File: src/core/vsd_pkg.sv
// Constants and carrier types shared by the vertical sync detector.
package vsd_pkg;

    // Datapath widths.
    localparam int VIDEO_W = 8;
    localparam int INTEG_W = 16;
    localparam int TSET_W = 8;
    localparam int GAP_W = 12;
    localparam int OSC_SHIFT = 4;
    localparam int OSC_PERIOD_W = TSET_W + OSC_SHIFT;
    localparam int OSC_DIV_W = 3;

    // Slice offset above the clamped tip, as a voltage and as a code.
    localparam int SLICE_OFFSET_MV = 70;
    localparam int VIDEO_MV_PER_LSB = 8;
    localparam logic [VIDEO_W:0] SLICE_OFFSET_CODE =
        (VIDEO_W + 1)'((SLICE_OFFSET_MV + VIDEO_MV_PER_LSB / 2) / VIDEO_MV_PER_LSB);

    // The tip reference creeps up by one code every so many cycles.
    localparam int CLAMP_LEAK_CYCLES = 64;
    localparam int LEAK_W = 6;

    // Integrator discharge per cycle while sync is inactive.
    localparam logic [INTEG_W-1:0] INTEG_DISCHARGE = 16'h0004;
    localparam logic [INTEG_W-1:0] INTEG_MAX = 16'hffff;

    // Index of the last of the eight oscillator cycles that make up one vertical pulse.
    localparam logic [OSC_DIV_W-1:0] PULSE_LAST_OSC = 3'h7;

    // Reset values.
    localparam logic [VIDEO_W-1:0] TIP_RESET = 8'hff;
    localparam logic [INTEG_W-1:0] INTEG_RESET = 16'h0000;

    // Run-time settings that travel together into the detector.
    typedef struct packed {
        logic [TSET_W-1:0] timing_set;
        logic [INTEG_W-1:0] serration_detect_threshold;
        logic [INTEG_W-1:0] default_detect_threshold;
        logic [GAP_W-1:0] field_gap_threshold;
    } vsd_cfg_t;

endpackage

File: src/core/vsd_detector.sv
// Composite sync slicer and vertical sync detector with field parity output.
//
// How it works
// - csync_n reproduces only the sync part of the input, picture removed.
// - Sync tips set a tracked reference; slice a fixed offset above it.
// - Integrator charges only while sync is active, discharges otherwise.
// - Two comparators, serration and default, read the same integrator value.
// - Serration comparator result is captured at each internal sync falling edge.
// - Captured result ORed with default comparator sets the vertical latch.
// - Latch clears after eight oscillator cycles from a divide-by-eight counter.
// - One timing_set input scales oscillator period and integrator charge rate.
// - The vertical output is the latch itself, starting at the serration.
// - Too slow a charge rate gives no vertical pulse at all.
// - After the latch clears, a later serration may set it again.
// - Without serrations, the default threshold sets the latch.
// - End of input vertical sync can retrigger a second pulse via capture.
// - field_odd is low in even fields, high in odd, updated per pulse.
`timescale 1ns/1ps
module vsd_detector
    import vsd_pkg::*;
(
    input wire logic clk_sys,
    input wire logic nrst,
    input wire logic [VIDEO_W-1:0] video_in,
    input wire vsd_cfg_t cfg,
    output logic csync_n,
    output logic vsync,
    output logic field_odd
);

    logic [VIDEO_W-1:0] video_q;
    logic [VIDEO_W-1:0] tip;
    logic [LEAK_W-1:0] leak_cnt;
    logic [VIDEO_W:0] slice_level;
    logic sync_act;
    logic sync_q;
    logic sync_fall;
    logic sync_rise;
    logic [TSET_W-1:0] chg_cnt;
    logic charge_tick;
    logic [INTEG_W-1:0] integ;
    logic cmp_serr;
    logic cmp_def;
    logic cmp_def_q;
    logic edge_q;
    logic edge_strobe;
    logic set_req;
    logic osc_done;
    logic [GAP_W-1:0] gap_cnt;
    logic gap_long;
    logic parity_q;
    logic [OSC_PERIOD_W-1:0] osc_period;

    // Input sample register; the pin is synchronous to clk_sys.
    // It resets to the brightest code so that the clamp cannot take the reset
    // value for a sync tip and then need thousands of cycles to creep back up.
    always_ff @(posedge clk_sys or negedge nrst)
    begin
        if (!nrst)
            video_q <= '1;
        else
            video_q <= video_in;
    end

    // Tip clamp: snaps down to any lower sample, creeps up slowly otherwise,
    // like a fast clamp current against a small discharge current.
    always_ff @(posedge clk_sys or negedge nrst)
    begin
        if (!nrst)
            leak_cnt <= '0;
        else if (leak_cnt == LEAK_W'(CLAMP_LEAK_CYCLES - 1))
            leak_cnt <= '0;
        else
            leak_cnt <= leak_cnt + LEAK_W'(1);
    end

    always_ff @(posedge clk_sys or negedge nrst)
    begin
        if (!nrst)
            tip <= TIP_RESET;
        else if (video_q < tip)
            tip <= video_q;
        else if (leak_cnt == LEAK_W'(CLAMP_LEAK_CYCLES - 1) && tip != TIP_RESET)
            tip <= tip + VIDEO_W'(1);
    end

    // The offset is a fixed code, so it does not grow with input amplitude.
    assign slice_level = {1'b0, tip} + SLICE_OFFSET_CODE;
    assign sync_act = ({1'b0, video_q} <= slice_level);
    assign sync_fall = sync_q && !sync_act;
    assign sync_rise = !sync_q && sync_act;

    // The reset sample slices as sync, so the delayed copy starts high too and
    // no false edge follows reset.
    always_ff @(posedge clk_sys or negedge nrst)
    begin
        if (!nrst)
            sync_q <= 1'b1;
        else
            sync_q <= sync_act;
    end

    // Composite sync output, negative going like the source.
    always_ff @(posedge clk_sys or negedge nrst)
    begin
        if (!nrst)
            csync_n <= 1'b1;
        else
            csync_n <= !sync_act;
    end

    // Charge prescaler: a larger timing_set charges more slowly.
    assign charge_tick = sync_act && (({1'b0, chg_cnt} + (TSET_W + 1)'(1))
        >= {1'b0, cfg.timing_set});

    always_ff @(posedge clk_sys or negedge nrst)
    begin
        if (!nrst)
            chg_cnt <= '0;
        else if (!sync_act || charge_tick)
            chg_cnt <= '0;
        else
            chg_cnt <= chg_cnt + TSET_W'(1);
    end

    // Integrator as a saturating up/down counter.
    always_ff @(posedge clk_sys or negedge nrst)
    begin
        if (!nrst)
            integ <= INTEG_RESET;
        else if (sync_act)
        begin
            if (charge_tick && integ != INTEG_MAX)
                integ <= integ + INTEG_W'(1);
        end
        else if (integ > INTEG_DISCHARGE)
            integ <= integ - INTEG_DISCHARGE;
        else
            integ <= '0;
    end

    // Both comparators look at the same integrator value.
    assign cmp_serr = (integ >= cfg.serration_detect_threshold);
    assign cmp_def = (integ >= cfg.default_detect_threshold);

    always_ff @(posedge clk_sys or negedge nrst)
    begin
        if (!nrst)
            cmp_def_q <= 1'b0;
        else
            cmp_def_q <= cmp_def;
    end

    // Edge register: the start of a serration, and also the trailing edge of
    // a vertical sync interval, is a falling edge of internal sync.
    always_ff @(posedge clk_sys or negedge nrst)
    begin
        if (!nrst)
            edge_q <= 1'b0;
        else if (sync_fall)
            edge_q <= cmp_serr;
    end

    // Strobe marks the cycle after a capture so that a held high capture sets
    // the latch only once per serration, not again as soon as it clears.
    always_ff @(posedge clk_sys or negedge nrst)
    begin
        if (!nrst)
            edge_strobe <= 1'b0;
        else
            edge_strobe <= sync_fall;
    end

    // The default path fires on the rising crossing of the upper threshold.
    assign set_req = !vsync && ((edge_strobe && edge_q) || (cmp_def && !cmp_def_q));

    // Vertical pulse latch, which is also the vertical output.
    always_ff @(posedge clk_sys or negedge nrst)
    begin
        if (!nrst)
            vsync <= 1'b0;
        else if (osc_done)
            vsync <= 1'b0;
        else if (set_req)
            vsync <= 1'b1;
    end

    assign osc_period = {cfg.timing_set, OSC_SHIFT'(0)};

    vsd_osc_div #(
        .PW(OSC_PERIOD_W)
    ) u_osc (
        .clk_sys(clk_sys),
        .nrst(nrst),
        .run(vsync),
        .period(osc_period),
        .tick(),
        .done(osc_done)
    );

    // Field tracker: a long gap between syncs clears the parity flop, while
    // the short gaps of the vertical interval toggle it on each sync.
    always_ff @(posedge clk_sys or negedge nrst)
    begin
        if (!nrst)
            gap_cnt <= '0;
        else if (sync_act)
            gap_cnt <= '0;
        else if (gap_cnt != '1)
            gap_cnt <= gap_cnt + GAP_W'(1);
    end

    assign gap_long = (gap_cnt >= cfg.field_gap_threshold);

    always_ff @(posedge clk_sys or negedge nrst)
    begin
        if (!nrst)
            parity_q <= 1'b0;
        else if (sync_rise)
            parity_q <= gap_long ? 1'b0 : !parity_q;
    end

    // Field output changes only when a vertical pulse starts.
    always_ff @(posedge clk_sys or negedge nrst)
    begin
        if (!nrst)
            field_odd <= 1'b0;
        else if (set_req)
            field_odd <= parity_q;
    end

    // Checking aid only: counts how long the latch has been set.
    logic [OSC_PERIOD_W+OSC_DIV_W-1:0] pulse_len;

    always_ff @(posedge clk_sys or negedge nrst)
    begin
        if (!nrst)
            pulse_len <= '0;
        else if (!vsync)
            pulse_len <= '0;
        else
            pulse_len <= pulse_len + (OSC_PERIOD_W + OSC_DIV_W)'(1);
    end
endmodule // vsd_detector

File: src/core/vsd_osc_div.sv
// Gated pulse-width oscillator followed by a divide-by-eight counter.
`timescale 1ns/1ps
module vsd_osc_div
    import vsd_pkg::*;
#(
    parameter int PW = OSC_PERIOD_W
)
(
    input wire logic clk_sys,
    input wire logic nrst,
    input wire logic run,
    input wire logic [PW-1:0] period,
    output logic tick,
    output logic done
);

    logic [PW-1:0] cnt;
    logic [OSC_DIV_W-1:0] osc_cycles;

    // A period of zero behaves as one cycle rather than stalling.
    assign tick = run && (({1'b0, cnt} + (PW + 1)'(1)) >= {1'b0, period});
    assign done = tick && (osc_cycles == PULSE_LAST_OSC);

    always_ff @(posedge clk_sys or negedge nrst)
    begin
        if (!nrst)
            cnt <= '0;
        else if (!run || tick)
            cnt <= '0;
        else
            cnt <= cnt + PW'(1);
    end

    always_ff @(posedge clk_sys or negedge nrst)
    begin
        if (!nrst)
            osc_cycles <= '0;
        else if (!run)
            osc_cycles <= '0;
        else if (tick)
            osc_cycles <= osc_cycles + OSC_DIV_W'(1);
    end

endmodule // vsd_osc_div

File: config.mk
export PLATFORM = sky130hd
export DESIGN_NAME = vsd_detector
export DESIGN_NICKNAME = d
export VERILOG_FILES = /design/src/core/vsd_pkg.sv /design/src/core/vsd_detector.sv /design/src/core/vsd_osc_div.sv
export SDC_FILE = /design/constraint.sdc
export NUM_CORES = 1
export LEC_CHECK = 0
export BUFFER_PORTS_ARGS = -buffer_cell sky130_fd_sc_hd__buf_2
export CAP_MARGIN = 30
export CORE_MARGIN = 4
export CORE_UTILIZATION = 30
export CTS_CLUSTER_SIZE = 14
export DETAILED_ROUTE_END_ITERATION = 6
export PLACE_DENSITY = 0.45
export REMOVE_ABC_BUFFERS = 1
export SYNTH_ARGS = -nofsm -noshare
export SYNTH_HDL_FRONTEND = slang
export SYNTH_SLANG_ARGS = --single-unit
File: constraint.sdc
create_clock -name clk_sys -period 4.1 [get_ports clk_sys]
set_input_delay 0.41 -clock clk_sys [delete_from_list [all_inputs] [get_ports clk_sys]]
set_output_delay 0.41 -clock clk_sys [all_outputs]
set_load 0.02 [all_outputs]
==> Implementation_results.wiki, run 1 <==
{| class="wikitable"
! Metric !! Value
|-
| Root cell of the clock tree || sky130_fd_sc_hd__clkbuf_16
|-
| Kind of capture point of the worst setup path || flop
|-
| Critical path cell sequence || ha_1 -> a21oi_1 -> nor3_1 -> xnor2_1 -> ha_1 -> and3_1 -> a221o_1 -> o221ai_2 -> inv_1 -> a211oi_2 -> buf_4 -> a41o_1 -> mux2i_1
|-
| Most common flop cell mapped by yosys || sky130_fd_sc_hd__dfrtp_1
|-
| Non-filler cells, final || 1001
|-
| Worst slack at placement || 0.675 ns
|-
| Number of optimization iterations in the first detailed-route pass || 4
|-
| Seq/Total Area, Yosys || 33.7%
|-
| Width of the chip || 150 microns
|-
| Std cell rows || 51
|-
| Area growth from synthesis to final layout || 16.0%
|-
| Worst EP required || 4.32 ns
|-
| Number of buffers on the longest clock path || 2
|-
| Most prevalent standard cell on the critical path || sky130_fd_sc_hd__ha_1
|-
| Cts repair resizes || 0
|-
| Count of nets after finishing || 882
|-
| Maximum fanout along the worst path || 7
|-
| Commonest non-fill, non-tap cell in the layout || sky130_fd_sc_hd__ha_1
|-
| Average instance area after synthesis || 9.16 sq um
|-
| Final worst setup slack || 0.659 ns
|-
| Clock buffer count from CTS || 9
|-
| Biggest area contributors in the synthesized netlist || sky130_fd_sc_hd__dfrtp_1 26%, sky130_fd_sc_hd__ha_1 18%, sky130_fd_sc_hd__dfstp_2 7.8%
|-
| Worst Path Class, Setup || reg2reg
|-
| First-pass GRT wire length || 25000 microns
|-
| Largest incremental delay on the critical path || 0.57 ns
|-
| Total number of vias || 5036
|-
| Overflow left after global routing || 0
|-
| TritonCTS clock tree || built
|-
| DP HPWL || 11600 microns
|-
| Type of the most critical hold path || in2async
|-
| Origin of the critical flop-to-flop path || tip[0]
|-
| Cell with the biggest individual delay on the critical path || sky130_fd_sc_hd__dfstp_2
|-
| Worst path arrival time || 3.67 ns
|-
| Minimum period implied by the final worst setup slack || 3.44 ns
|-
| Fraction of layout instances using a drive strength above 1 || 17.1%
|-
| Share of the core filled with cells || 35.7%
|-
| Average vias per placed instance || 5.03
|-
| Setup violators final || 0
|-
| Antenna violations before repair || 0
|-
| Number of flops mapped to enable cells by yosys || 0
|-
| Total buffers and inverters traversed by the critical path || 2
|-
| Clk sink count || 81
|-
| Slew margin rel. || 40.5%
|-
| Global-route track usage on met3 || 2.89%
|-
| Residual DRC count || 0
|-
| Proportion of synthesized flip-flops having asynchronous set or reset || 100%
|-
| Final-layout worst hold slack || 0.104 ns
|-
| Port-buffer cells || 64
|-
| Number of max-cap violations || 0
|-
| Static Leak || 3.45 nW
|-
| Yosys synthesis warning count || 0
|-
| Remaining antenna violation count || 0
|-
| Initial Util || 30.8%
|-
| Portion of the clock cycle consumed by the worst path in the final layout || 83.9%
|-
| Count of different cell masters after synthesis || 66
|-
| Synthesized instance count || 663
|-
| Count of pins on the block boundary || 65
|-
| Unrepaired setup endpoints after global routing || no
|-
| Die ar. || 22600 sq um
|-
| Synthesized area || 6070 sq um
|-
| Cell accounting for the most synthesized area || sky130_fd_sc_hd__dfrtp_1
|-
| Most Crowded Layer GR || met2
|-
| Met1 capacity usage during global routing || 18.5%
|-
| Total count of hold-check failures in the final report || 0
|-
| Area inside the core boundary || 19700 sq um
|-
| Die Span Y || 150 microns
|-
| Final clock skew || 0.00466 ns
|-
| Via count of the first global-routing pass || 5046
|-
| Post-CTS clock slew at the launch and capture registers of the worst setup and hold paths || 0.06 ns
|-
| Largest net degree at the start of global routing || 55
|-
| Proportion of netlist area held by the largest area contributor || 26.0%
|-
| Worst-case vdd ir drop || 0.245 mV
|-
| Number of placed cells counting well taps || 985
|-
| Post-cts hold buffer count || 0
|-
| Type of element launching the critical path || flop
|-
| Length in cells of the worst reg-to-reg path || 13
|-
| Aggregate global-route resource usage || 13.8%
|-
| First DRT Iteration DRCs || 285
|-
| GR Util met2 || 22.3%
|-
| Final weighted congestion of routability-driven global placement || 0.890
|-
| Top achievable clock speed || 291 MHz
|-
| Setup Fix Bufs, Post-CTS || 0
|-
| Capturing point of the worst reg2reg path || integ[9]
|-
| WL final || 14900 microns
|-
| PwrDens || 567 nW/um^2
|-
| Most used cells in the layout excluding fill and tap cells || 89 x sky130_fd_sc_hd__ha_1, 74 x sky130_fd_sc_hd__inv_1, 63 x sky130_fd_sc_hd__dfrtp_1, 63 x sky130_fd_sc_hd__buf_2, 37 x sky130_fd_sc_hd__nor2_1
|-
| Detail-routed net length per standard cell || 14.9 microns
|-
| Crit path max-delay family || compound AO/OA/AOI/OAI gates
|-
| Total number of H-tree levels || 3
|-
| Clock insertion delay at the later pin of the skew report || 0.35 ns
|-
| Seq cells post-synth || 81
|-
| Outcome || complete, no violations
|-
| Setup TNS || 0 ns
|-
| Measured slew at the worst slew-check pin || 0.884 ns
|-
| Number of slew-limit violations in the final report || 0
|-
| Antenna Cells || 0
|-
| Flop-to-flop setup slack || 0.66 ns
|}
==> per-stage QoR <==
stage               power [mW]  cell area, sq um
finish                    4.00              7050
global placement          3.07              6720
detailed placement        3.12              6720
floorplan                 2.53              6000
CTS                       4.05              7050
global route              4.34              7050
==> cell type report <==
type	instances	area (sq um)
Clock buffer	11	253
Inverter	74	278
Timing Repair Buffer	72	383
Fill cell	2021	12700
Sequential cell	81	2050
Clock inverter	5	77.6
Tap cell	265	332
Multi-Input combinational cell	493	3670
==> cells in the mapped netlist, drive strengths merged, types with 11 or more instances <==
cell	instances
nor2b	21
xor2	16
nor3	23
and3	16
a21oi	32
nor2	37
xnor2	28
nand2	31
ha	89
dfrtp	63
o21ai	26
inv	74
nand3	33
dfstp	18
nand4	18
a21o	11
==> cells by family after synthesis <==
| family | after synthesis | synth area share, % |
|---|---|---|
| flops | 81 | 33.7 |
| fa+ha+maj | 89 | 18.3 |
| compound gates | 137 | 15.3 |
| buf+inv | 89 | 5.85 |
| mux | 13 | 2.31 |
| xor+xnor | 44 | 6.35 |
| simple gates | 210 | 18.1 |
==> how the worst max path moves through the flow <==
stage                 from  cells past startpoint  slack (ns)        end
CTS                 tip[0]                     13        0.64   integ[9]
detailed placement  tip[0]                     13        0.67   integ[9]
floorplan           tip[0]                     12       -1.09  integ[15]
global placement    tip[0]                     12        0.74   integ[7]
global route        tip[0]                     13        0.40  integ[10]
finish              tip[0]                     13        0.66   integ[9]
==> where the power goes <==
part           internal, mW  switching, mW
clock network         0.565          0.341
registers              1.04          0.300
logic                 0.743           1.01
==> state kept, by name, indices dropped and copies added, names as in the netlist <==
| signal | flops |
|---|---|
| edge_strobe | 1 |
| gap_cnt | 12 |
| vsync | 1 |
| video_q | 8 |
| tip | 8 |
| u_osc.osc_cycles | 3 |
| sync_q | 1 |
| edge_q | 1 |
| csync_n | 1 |
| chg_cnt | 8 |
| leak_cnt | 6 |
| field_odd | 1 |
| parity_q | 1 |
| u_osc.cnt | 12 |
| integ | 16 |
| cmp_def_q | 1 |
==> per-layer routing <==
layer	vias to the layer above	wire (microns)
met5	-	0
met4	0	286
met3	18	572
met2	95	7050
met1	2409	7000
li1	2514	-
Note: power is estimated with default switching activity, not from simulation.
==> run 2, diff against run 1 <==
- PLACE_DENSITY: 0.45 -> 0.47
- clock period: 4.1 -> 2.9 ns (I/O delays scaled with it)
==> run 2 against run 1 <==
Against the previous run:
- the run now ends with negative setup slack left
- clock power rose by 21%
- critical path type unchanged
- routed wire length rose by 6.5%
- worst hold slack got worse by 0.057 ns
- total power rose by 58%
- non-clock buffer count rose by 53
- largest cell class unchanged
- core utilization rose by 2.7 points
- combinational power rose by 95%
- sequential power rose by 36%
- global-route usage rose by 0.68 points
- sequential share of layout area fell by 2.0 points
==> Implementation_results.wiki, run 2 (synthesis results as in run 1) <==
{| class="wikitable"
! Metric !! Value
|-
| Area of all placed cells without fillers || 7570 sq um (+7.4%)
|-
| First DRT Iteration DRCs || 252 (-12%)
|-
| Number of optimization iterations in the first detailed-route pass || 6 (+2)
|-
| Largest net degree at the start of global routing || 57 (+3.6%)
|-
| Largest regs || integ: 16 flops, gap_cnt: 12 flops, u_osc.cnt: 12 flops
|-
| Kind of capture point of the worst setup path || flop
|-
| Number of slew-limit violations in the final report || 0 (unchanged)
|-
| Slew margin rel. || 51.9% (+11 points)
|-
| Total number of H-tree levels || 3 (unchanged)
|-
| Number of placed cells counting well taps || 1030 (+4.6%)
|-
| Most used cells in the layout excluding fill and tap cells || 88 x sky130_fd_sc_hd__ha_1, 70 x sky130_fd_sc_hd__inv_1, 64 x sky130_fd_sc_hd__buf_2
|-
| Type of element launching the critical path || flop
|-
| Register containing the most flip-flops in the final layout || integ
|-
| Max reg flops || 16 (unchanged)
|-
| Count of pins on the block boundary || 65 (unchanged)
|-
| Average vias per placed instance || 5.04 (+0.10%)
|-
| Unrepaired setup endpoints after global routing || yes
|-
| Initial Util || 30.8% (unchanged)
|-
| Pwr Total || 6.33 mW (+58%)
|-
| Via count of the first global-routing pass || 5350 (+6.0%)
|-
| Clock insertion delay at the later pin of the skew report || 0.34 ns (about the same)
|-
| Final weighted congestion of routability-driven global placement || 0.855 (-3.9%)
|-
| Share of power burned in combinational logic || 53.9% (+10 points)
|-
| Final-layout worst hold slack || 0.0467 ns (-0.0568 ns)
|-
| Fraction of layout instances using a drive strength above 1 || 25.9% (+8.7 points)
|-
| Static Leak || 3.72 nW (+7.7%)
|-
| Residual DRC count || 0 (unchanged)
|-
| Commonest non-fill, non-tap cell in the layout || sky130_fd_sc_hd__ha_1
|-
| Total number of vias || 5308 (+5.4%)
|-
| Root cell of the clock tree || sky130_fd_sc_hd__clkbuf_16
|-
| Worst slack at placement || -0.296 ns (-0.971 ns)
|-
| Portion of the clock cycle consumed by the worst path in the final layout || 106% (+22 points)
|-
| Area post-placement || 7070 sq um (+5.3%)
|-
| Type of the most critical hold path || in2reg
|-
| Post-CTS clock slew at the launch and capture registers of the worst setup and hold paths || 0.06 ns (about the same)
|-
| Die ar. || 22600 sq um (unchanged)
|-
| Outcome || complete, but fails checks
|-
| Maximum fanout along the worst path || 5 (-2)
|-
| Std cell rows || 51 (unchanged)
|-
| Antenna Cells || 0 (unchanged)
|-
| Clock buffer count from CTS || 9 (unchanged)
|-
| Number of buffers on the longest clock path || 2 (unchanged)
|-
| Seq pwr share || 28.8% (-4.7 points)
|-
| First-pass GRT wire length || 26100 microns (+4.4%)
|-
| Port-buffer cells || 64 (unchanged)
|-
| Worst-case vdd ir drop || 0.358 mV (+46%)
|-
| Clk sink count || 81 (unchanged)
|-
| Final worst setup slack || -0.163 ns (-0.822 ns)
|-
| Reported net switching power || 2.62 mW (+59%)
|-
| Minimum period implied by the final worst setup slack || 3.06 ns (-0.378 ns)
|-
| Clock power share || 17.4% (-5.3 points)
|-
| DP HPWL || 12200 microns (+4.8%)
|-
| Remaining antenna violation count || 0 (unchanged)
|-
| Antenna violations before repair || 0 (unchanged)
|-
| Measured slew at the worst slew-check pin || 0.714 ns (-0.170 ns)
|-
| Final clock skew || 0.00945 ns (+0.00478 ns)
|-
| Top achievable clock speed || 326 MHz (+12%)
|-
| WL final || 15900 microns (+6.5%)
|-
| Non-filler cells, final || 1054 (+5.3%)
|-
| Setup violators final || 10 (+10)
|-
| Worst Path Class, Setup || reg2reg
|-
| Area growth from synthesis to final layout || 24.6%
|-
| Number of max-cap violations || 0 (unchanged)
|-
| Area inside the core boundary || 19700 sq um (unchanged)
|-
| Switching share of power || 41.4% (+0.084 points)
|-
| Power Internal || 3.71 mW (+58%)
|-
| Width of the chip || 150 microns (unchanged)
|-
| Detail-routed net length per standard cell || 15.1 microns (+1.1%)
|-
| Overflow left after global routing || 0 (unchanged)
|-
| Aggregate global-route resource usage || 14.5% (+0.68 points)
|-
| Number of inserted filler cells in the final layout || 2000 (-1.0%)
|-
| Violations in the final reports || negative setup slack
|-
| Worst path arrival time || 3.28 ns (-0.39 ns)
|-
| Total count of hold-check failures in the final report || 0 (unchanged)
|-
| Die Span Y || 150 microns (unchanged)
|-
| Count of nets after finishing || 935 (+6.0%)
|-
| TritonCTS clock tree || built
|-
| PwrDens || 836 nW/um^2 (+47%)
|-
| Worst EP required || 3.12 ns (-1.20 ns)
|}
[run 2: final cells by class]
cell class	instances	area (sq um)	share of cell area (%)
clock buffers	14	264	3.49
clock inverters	2	13.8	0.182
inverters	74	280	3.70
multi-input cells	493	3820	50.4
flip-flops and latches	81	2050	27.1
well taps	265	332	4.38
repair buffers	125	812	10.7
[run 2: stage by stage]
stage | TNS [ns] | utilization [%]
2_1_floorplan | -63.89 | -
3_3_place_gp | -2.04 | 35.7
3_5_place_dp | -3.59 | 35.9
4_1_cts | -1.15 | 37.9
5_1_grt | -3.37 | 38.4
6_report | -1.05 | 38.4
[run 2: path summary, 6_finish.rpt]
check,depth (start not counted),startpoint,slack [ns],endpoint
worst max register to register,14,tip[1],-0.16,integ[13]
worst min register to register,1,leak_cnt[4],0.50,leak_cnt[4]
worst max-delay path,14,tip[1],-0.16,integ[13]
worst min-delay path,1,video_in[6],0.05,video_q[6]
min in group asynchronous,2,nrst,0.42,u_osc.cnt[3]
max in group asynchronous,3,nrst,1.80,tip[1]
[run 2: critical path: stages, from the launching register on]
cell and delay, ns:
sky130_fd_sc_hd__dfstp_2 0.56, sky130_fd_sc_hd__inv_2 0.05, sky130_fd_sc_hd__nor3_2 0.14, sky130_fd_sc_hd__buf_4 0.15
sky130_fd_sc_hd__o21ai_2 0.05, sky130_fd_sc_hd__xnor2_1 0.13, sky130_fd_sc_hd__ha_1 0.31, sky130_fd_sc_hd__and3_4 0.19
sky130_fd_sc_hd__a221o_1 0.32, sky130_fd_sc_hd__o221ai_4 0.22, sky130_fd_sc_hd__inv_4 0.09, sky130_fd_sc_hd__a211oi_4 0.30
sky130_fd_sc_hd__buf_4 0.21, sky130_fd_sc_hd__a31o_2 0.16, sky130_fd_sc_hd__mux2i_1 0.06
[run 2: per-layer routing]
layer | vias up | part of all wire (%) | global-route usage (%)
met4 | 0 | 2.0 | 4.44
li1 | 2621 | - | -
met2 | 97 | 48 | 23.9
met5 | - | 0 | 0
met1 | 2565 | 46 | 19.1
met3 | 25 | 4.0 | 2.86
[run 2: power groups by stage]
stage          Sequential [mW]  Combinational [mW]  Clock [mW]
3_5_place_dp              1.81                3.05           0
5_1_grt                   1.87                3.82        1.18
6_report                  1.82                3.41        1.10
4_1_cts                   1.81                3.38        1.15
2_1_floorplan             1.80                1.78           0
3_3_place_gp              1.80                2.96           0
[run 2: what timing repair did]
item,4_1_cts,5_1_grt
hold buffers,1,0
resized for setup,27,24
hold endpoints to repair,24,0
setup endpoints to repair,37,55
setup buffers,4,4
pin swaps,6,9
cloned,2,1
==> run 3, diff against run 2 <==
- CORE_ASPECT_RATIO: default -> 1.75
- PLACE_DENSITY: 0.47 -> 0.52
- clock period: 2.9 -> 2.7 ns (I/O delays scaled with it)
==> run 3 against run 2 <==
Against the previous run:
- non-clock buffer count is 23 higher
- sequential power increased by 5%
- routed wire length rose by 0.69%
- register-to-register slack lost 0.08 ns
- combinational power rose by 11%
- count of clock-buffer cells in the layout decreased by 5
- clock skew up 0.00076 ns
- clock power increased by 14%
- largest cell class unchanged
- the run still ends with negative setup slack left
- critical path type unchanged
- die area up 0.40%
- core utilization increased by 1.1 points
- final cell count increased by 0.28%
==> Implementation_results.wiki, run 3 (synthesis results as in run 1) <==
{| class="wikitable"
! Metric !! Value
|-
| First-pass GRT wire length || 26400 microns (+1.2%)
|-
| DP HPWL || 12900 microns (+6.2%)
|-
| PwrDens || 889 nW/um^2 (+6.3%)
|-
| Average vias per placed instance || 4.99 (-0.92%)
|-
| Type of the most critical hold path || in2reg
|-
| Max reg flops || 16 (unchanged)
|-
| Final worst setup slack || -0.239 ns (-0.0761 ns)
|-
| Setup TNS || -3.89 ns (-2.84 ns)
|-
| Kind of capture point of the worst setup path || flop
|-
| Fraction of layout instances using a drive strength above 1 || 29.1% (+3.2 points)
|-
| Largest regs || integ: 16 flops, gap_cnt: 12 flops, u_osc.cnt: 12 flops
|-
| Number of slew-limit violations in the final report || 0 (unchanged)
|-
| Area growth from synthesis to final layout || 28.8%
|-
| First DRT Iteration DRCs || 222 (-12%)
|-
| Clock power share || 18.0% (+0.6 points)
|-
| Detail-routed net length per standard cell || 15.1 microns (+0.41%)
|-
| Clock insertion delay at the later pin of the skew report || 0.34 ns (about the same)
|-
| TritonCTS clock tree || built
|-
| Clk sink count || 81 (unchanged)
|-
| Register containing the most flip-flops in the final layout || integ
|-
| Outcome || complete, but fails checks
|-
| Portion of the clock cycle consumed by the worst path in the final layout || 109% (+3.2 points)
|-
| Final clock skew || 0.0102 ns (+0.000755 ns)
|-
| Minimum period implied by the final worst setup slack || 2.94 ns (-0.124 ns)
|-
| Unrepaired setup endpoints after global routing || yes
|-
| Width of the chip || 116 microns (-23%)
|-
| Seq pwr share || 27.5% (-1.3 points)
|-
| Worst-case vdd ir drop || 0.446 mV (+25%)
|-
| Pwr Total || 6.95 mW (+9.9%)
|-
| Top achievable clock speed || 340 MHz (+4.2%)
|-
| Clock buffer count from CTS || 9 (unchanged)
|-
| Slew margin rel. || 61.5% (+9.6 points)
|-
| Switching share of power || 40.3% (-1.1 points)
|-
| Total number of H-tree levels || 3 (unchanged)
|-
| Number of max-cap violations || 0 (unchanged)
|-
| Antenna violations before repair || 0 (unchanged)
|-
| Type of element launching the critical path || flop
|-
| Area of all placed cells without fillers || 7820 sq um (+3.3%)
|-
| Count of nets after finishing || 958 (+2.5%)
|-
| Overflow left after global routing || 0 (unchanged)
|-
| WL final || 16000 microns (+0.69%)
|-
| Commonest non-fill, non-tap cell in the layout || sky130_fd_sc_hd__ha_1
|-
| Most used cells in the layout excluding fill and tap cells || 86 x sky130_fd_sc_hd__ha_1, 74 x sky130_fd_sc_hd__buf_4, 71 x sky130_fd_sc_hd__inv_1
|-
| Number of buffers on the longest clock path || 2 (unchanged)
|-
| Remaining antenna violation count || 0 (unchanged)
|-
| Measured slew at the worst slew-check pin || 0.572 ns (-0.142 ns)
|-
| Die Span Y || 196 microns (+31%)
|-
| Count of pins on the block boundary || 65 (unchanged)
|-
| Area post-placement || 7210 sq um (+2.0%)
|-
| Std cell rows || 68 (+33%)
|-
| Number of inserted filler cells in the final layout || 2073 (+3.7%)
|-
| Violations in the final reports || negative setup slack
|-
| Area inside the core boundary || 19800 sq um (+0.54%)
|-
| Number of optimization iterations in the first detailed-route pass || 4 (-2)
|-
| Worst EP required || 2.92 ns (-0.20 ns)
|-
| Total number of vias || 5274 (-0.64%)
|-
| Worst slack at placement || -0.355 ns (-0.0590 ns)
|-
| Initial Util || 30.6% (-0.17 points)
|-
| Final weighted congestion of routability-driven global placement || 0.824 (-3.7%)
|-
| Largest net degree at the start of global routing || 44 (-23%)
|-
| Worst Path Class, Setup || reg2reg
|-
| Maximum fanout along the worst path || 11 (+6)
|-
| Reported net switching power || 2.80 mW (+6.9%)
|-
| Total count of hold-check failures in the final report || 0 (unchanged)
|-
| Die ar. || 22700 sq um (+0.40%)
|-
| Final-layout worst hold slack || 0.0251 ns (-0.0216 ns)
|-
| Root cell of the clock tree || sky130_fd_sc_hd__clkbuf_16
|-
| Via count of the first global-routing pass || 5531 (+3.4%)
|-
| Port-buffer cells || 64 (unchanged)
|-
| Aggregate global-route resource usage || 14.7% (+0.23 points)
|-
| Static Leak || 3.87 nW (+4.0%)
|-
| Post-CTS clock slew at the launch and capture registers of the worst setup and hold paths || 0.07 ns (about the same)
|-
| Share of power burned in combinational logic || 54.5% (+0.6 points)
|-
| Residual DRC count || 0 (unchanged)
|-
| Power Internal || 4.15 mW (+12%)
|-
| Antenna Cells || 0 (unchanged)
|-
| Setup violators final || 37 (+27)
|-
| Worst path arrival time || 3.16 ns (-0.12 ns)
|}
[run 3: per-stage QoR]
step / instances / util (%)
6_report: 1057 / 39.5
5_1_grt: 1057 / 39.5
4_1_cts: 1055 / 38.6
3_5_place_dp: 1033 / 36.4
3_3_place_gp: 1033 / 36.4
2_1_floorplan: 648 / -
[run 3: worst max-delay path, stage by stage, from the launching register on]
cell                       delay (ns)
sky130_fd_sc_hd__dfstp_2         0.57
sky130_fd_sc_hd__ha_4            0.15
sky130_fd_sc_hd__a21oi_2         0.06
sky130_fd_sc_hd__nor3_2          0.17
sky130_fd_sc_hd__xnor2_1         0.10
sky130_fd_sc_hd__ha_1            0.31
sky130_fd_sc_hd__and3_4          0.18
sky130_fd_sc_hd__a221o_1         0.36
sky130_fd_sc_hd__o221ai_4        0.25
sky130_fd_sc_hd__inv_4           0.09
sky130_fd_sc_hd__a211oi_2        0.17
sky130_fd_sc_hd__buf_6           0.18
sky130_fd_sc_hd__and3_1          0.17
sky130_fd_sc_hd__o22ai_1         0.07
[run 3: area by class of cell]
type                       count  area, sq um  area share, %
multi-input combinational    493         3880           49.6
inverter                      74          280           3.58
sequential                    81         2050           26.2
tap                          245          307           3.92
clock inverter                 7         77.6          0.992
timing repair buffer         148         1010           12.9
clock buffer                   9          225           2.88
[run 3: repair_timing]
action | in CTS | in global routing
pin swaps | 14 | 18
hold buffers | 1 | 0
gates resized for setup | 27 | 36
endpoints found under the setup margin | 55 | 56
hold endpoints to repair | 26 | 0
buffers inserted | 5 | 3
[run 3: power groups by stage]
stage	logic (mW)	registers [mW]	clock network, mW
after floorplan	1.91	1.93	0
after global placement	3.39	1.92	0
after detailed placement	3.42	1.92	0
after CTS	3.69	1.91	1.29
after global routing	4.27	1.96	1.35
final	3.79	1.91	1.25
[run 3: path summary, 6_finish.rpt]
path                              from           to  slack (ns)  cells after the start
max                             tip[1]    integ[15]       -0.24                     13
min                        video_in[4]   video_q[4]        0.03                      1
max reg2reg                     tip[1]    integ[15]       -0.24                     13
min reg2reg                leak_cnt[5]  leak_cnt[5]        0.49                      1
max in group asynchronous         nrst   video_q[6]        1.58                      3
min in group asynchronous         nrst  leak_cnt[4]        0.45                      2
[run 3: per-layer routing]
layer | vias up | wire (microns) | global-route usage (%)
met5 | - | 0 | 0
met4 | 0 | 719 | 7.70
met3 | 41 | 269 | 1.64
met2 | 74 | 9230 | 28.5
met1 | 2492 | 5770 | 14.8
li1 | 2667 | - | -
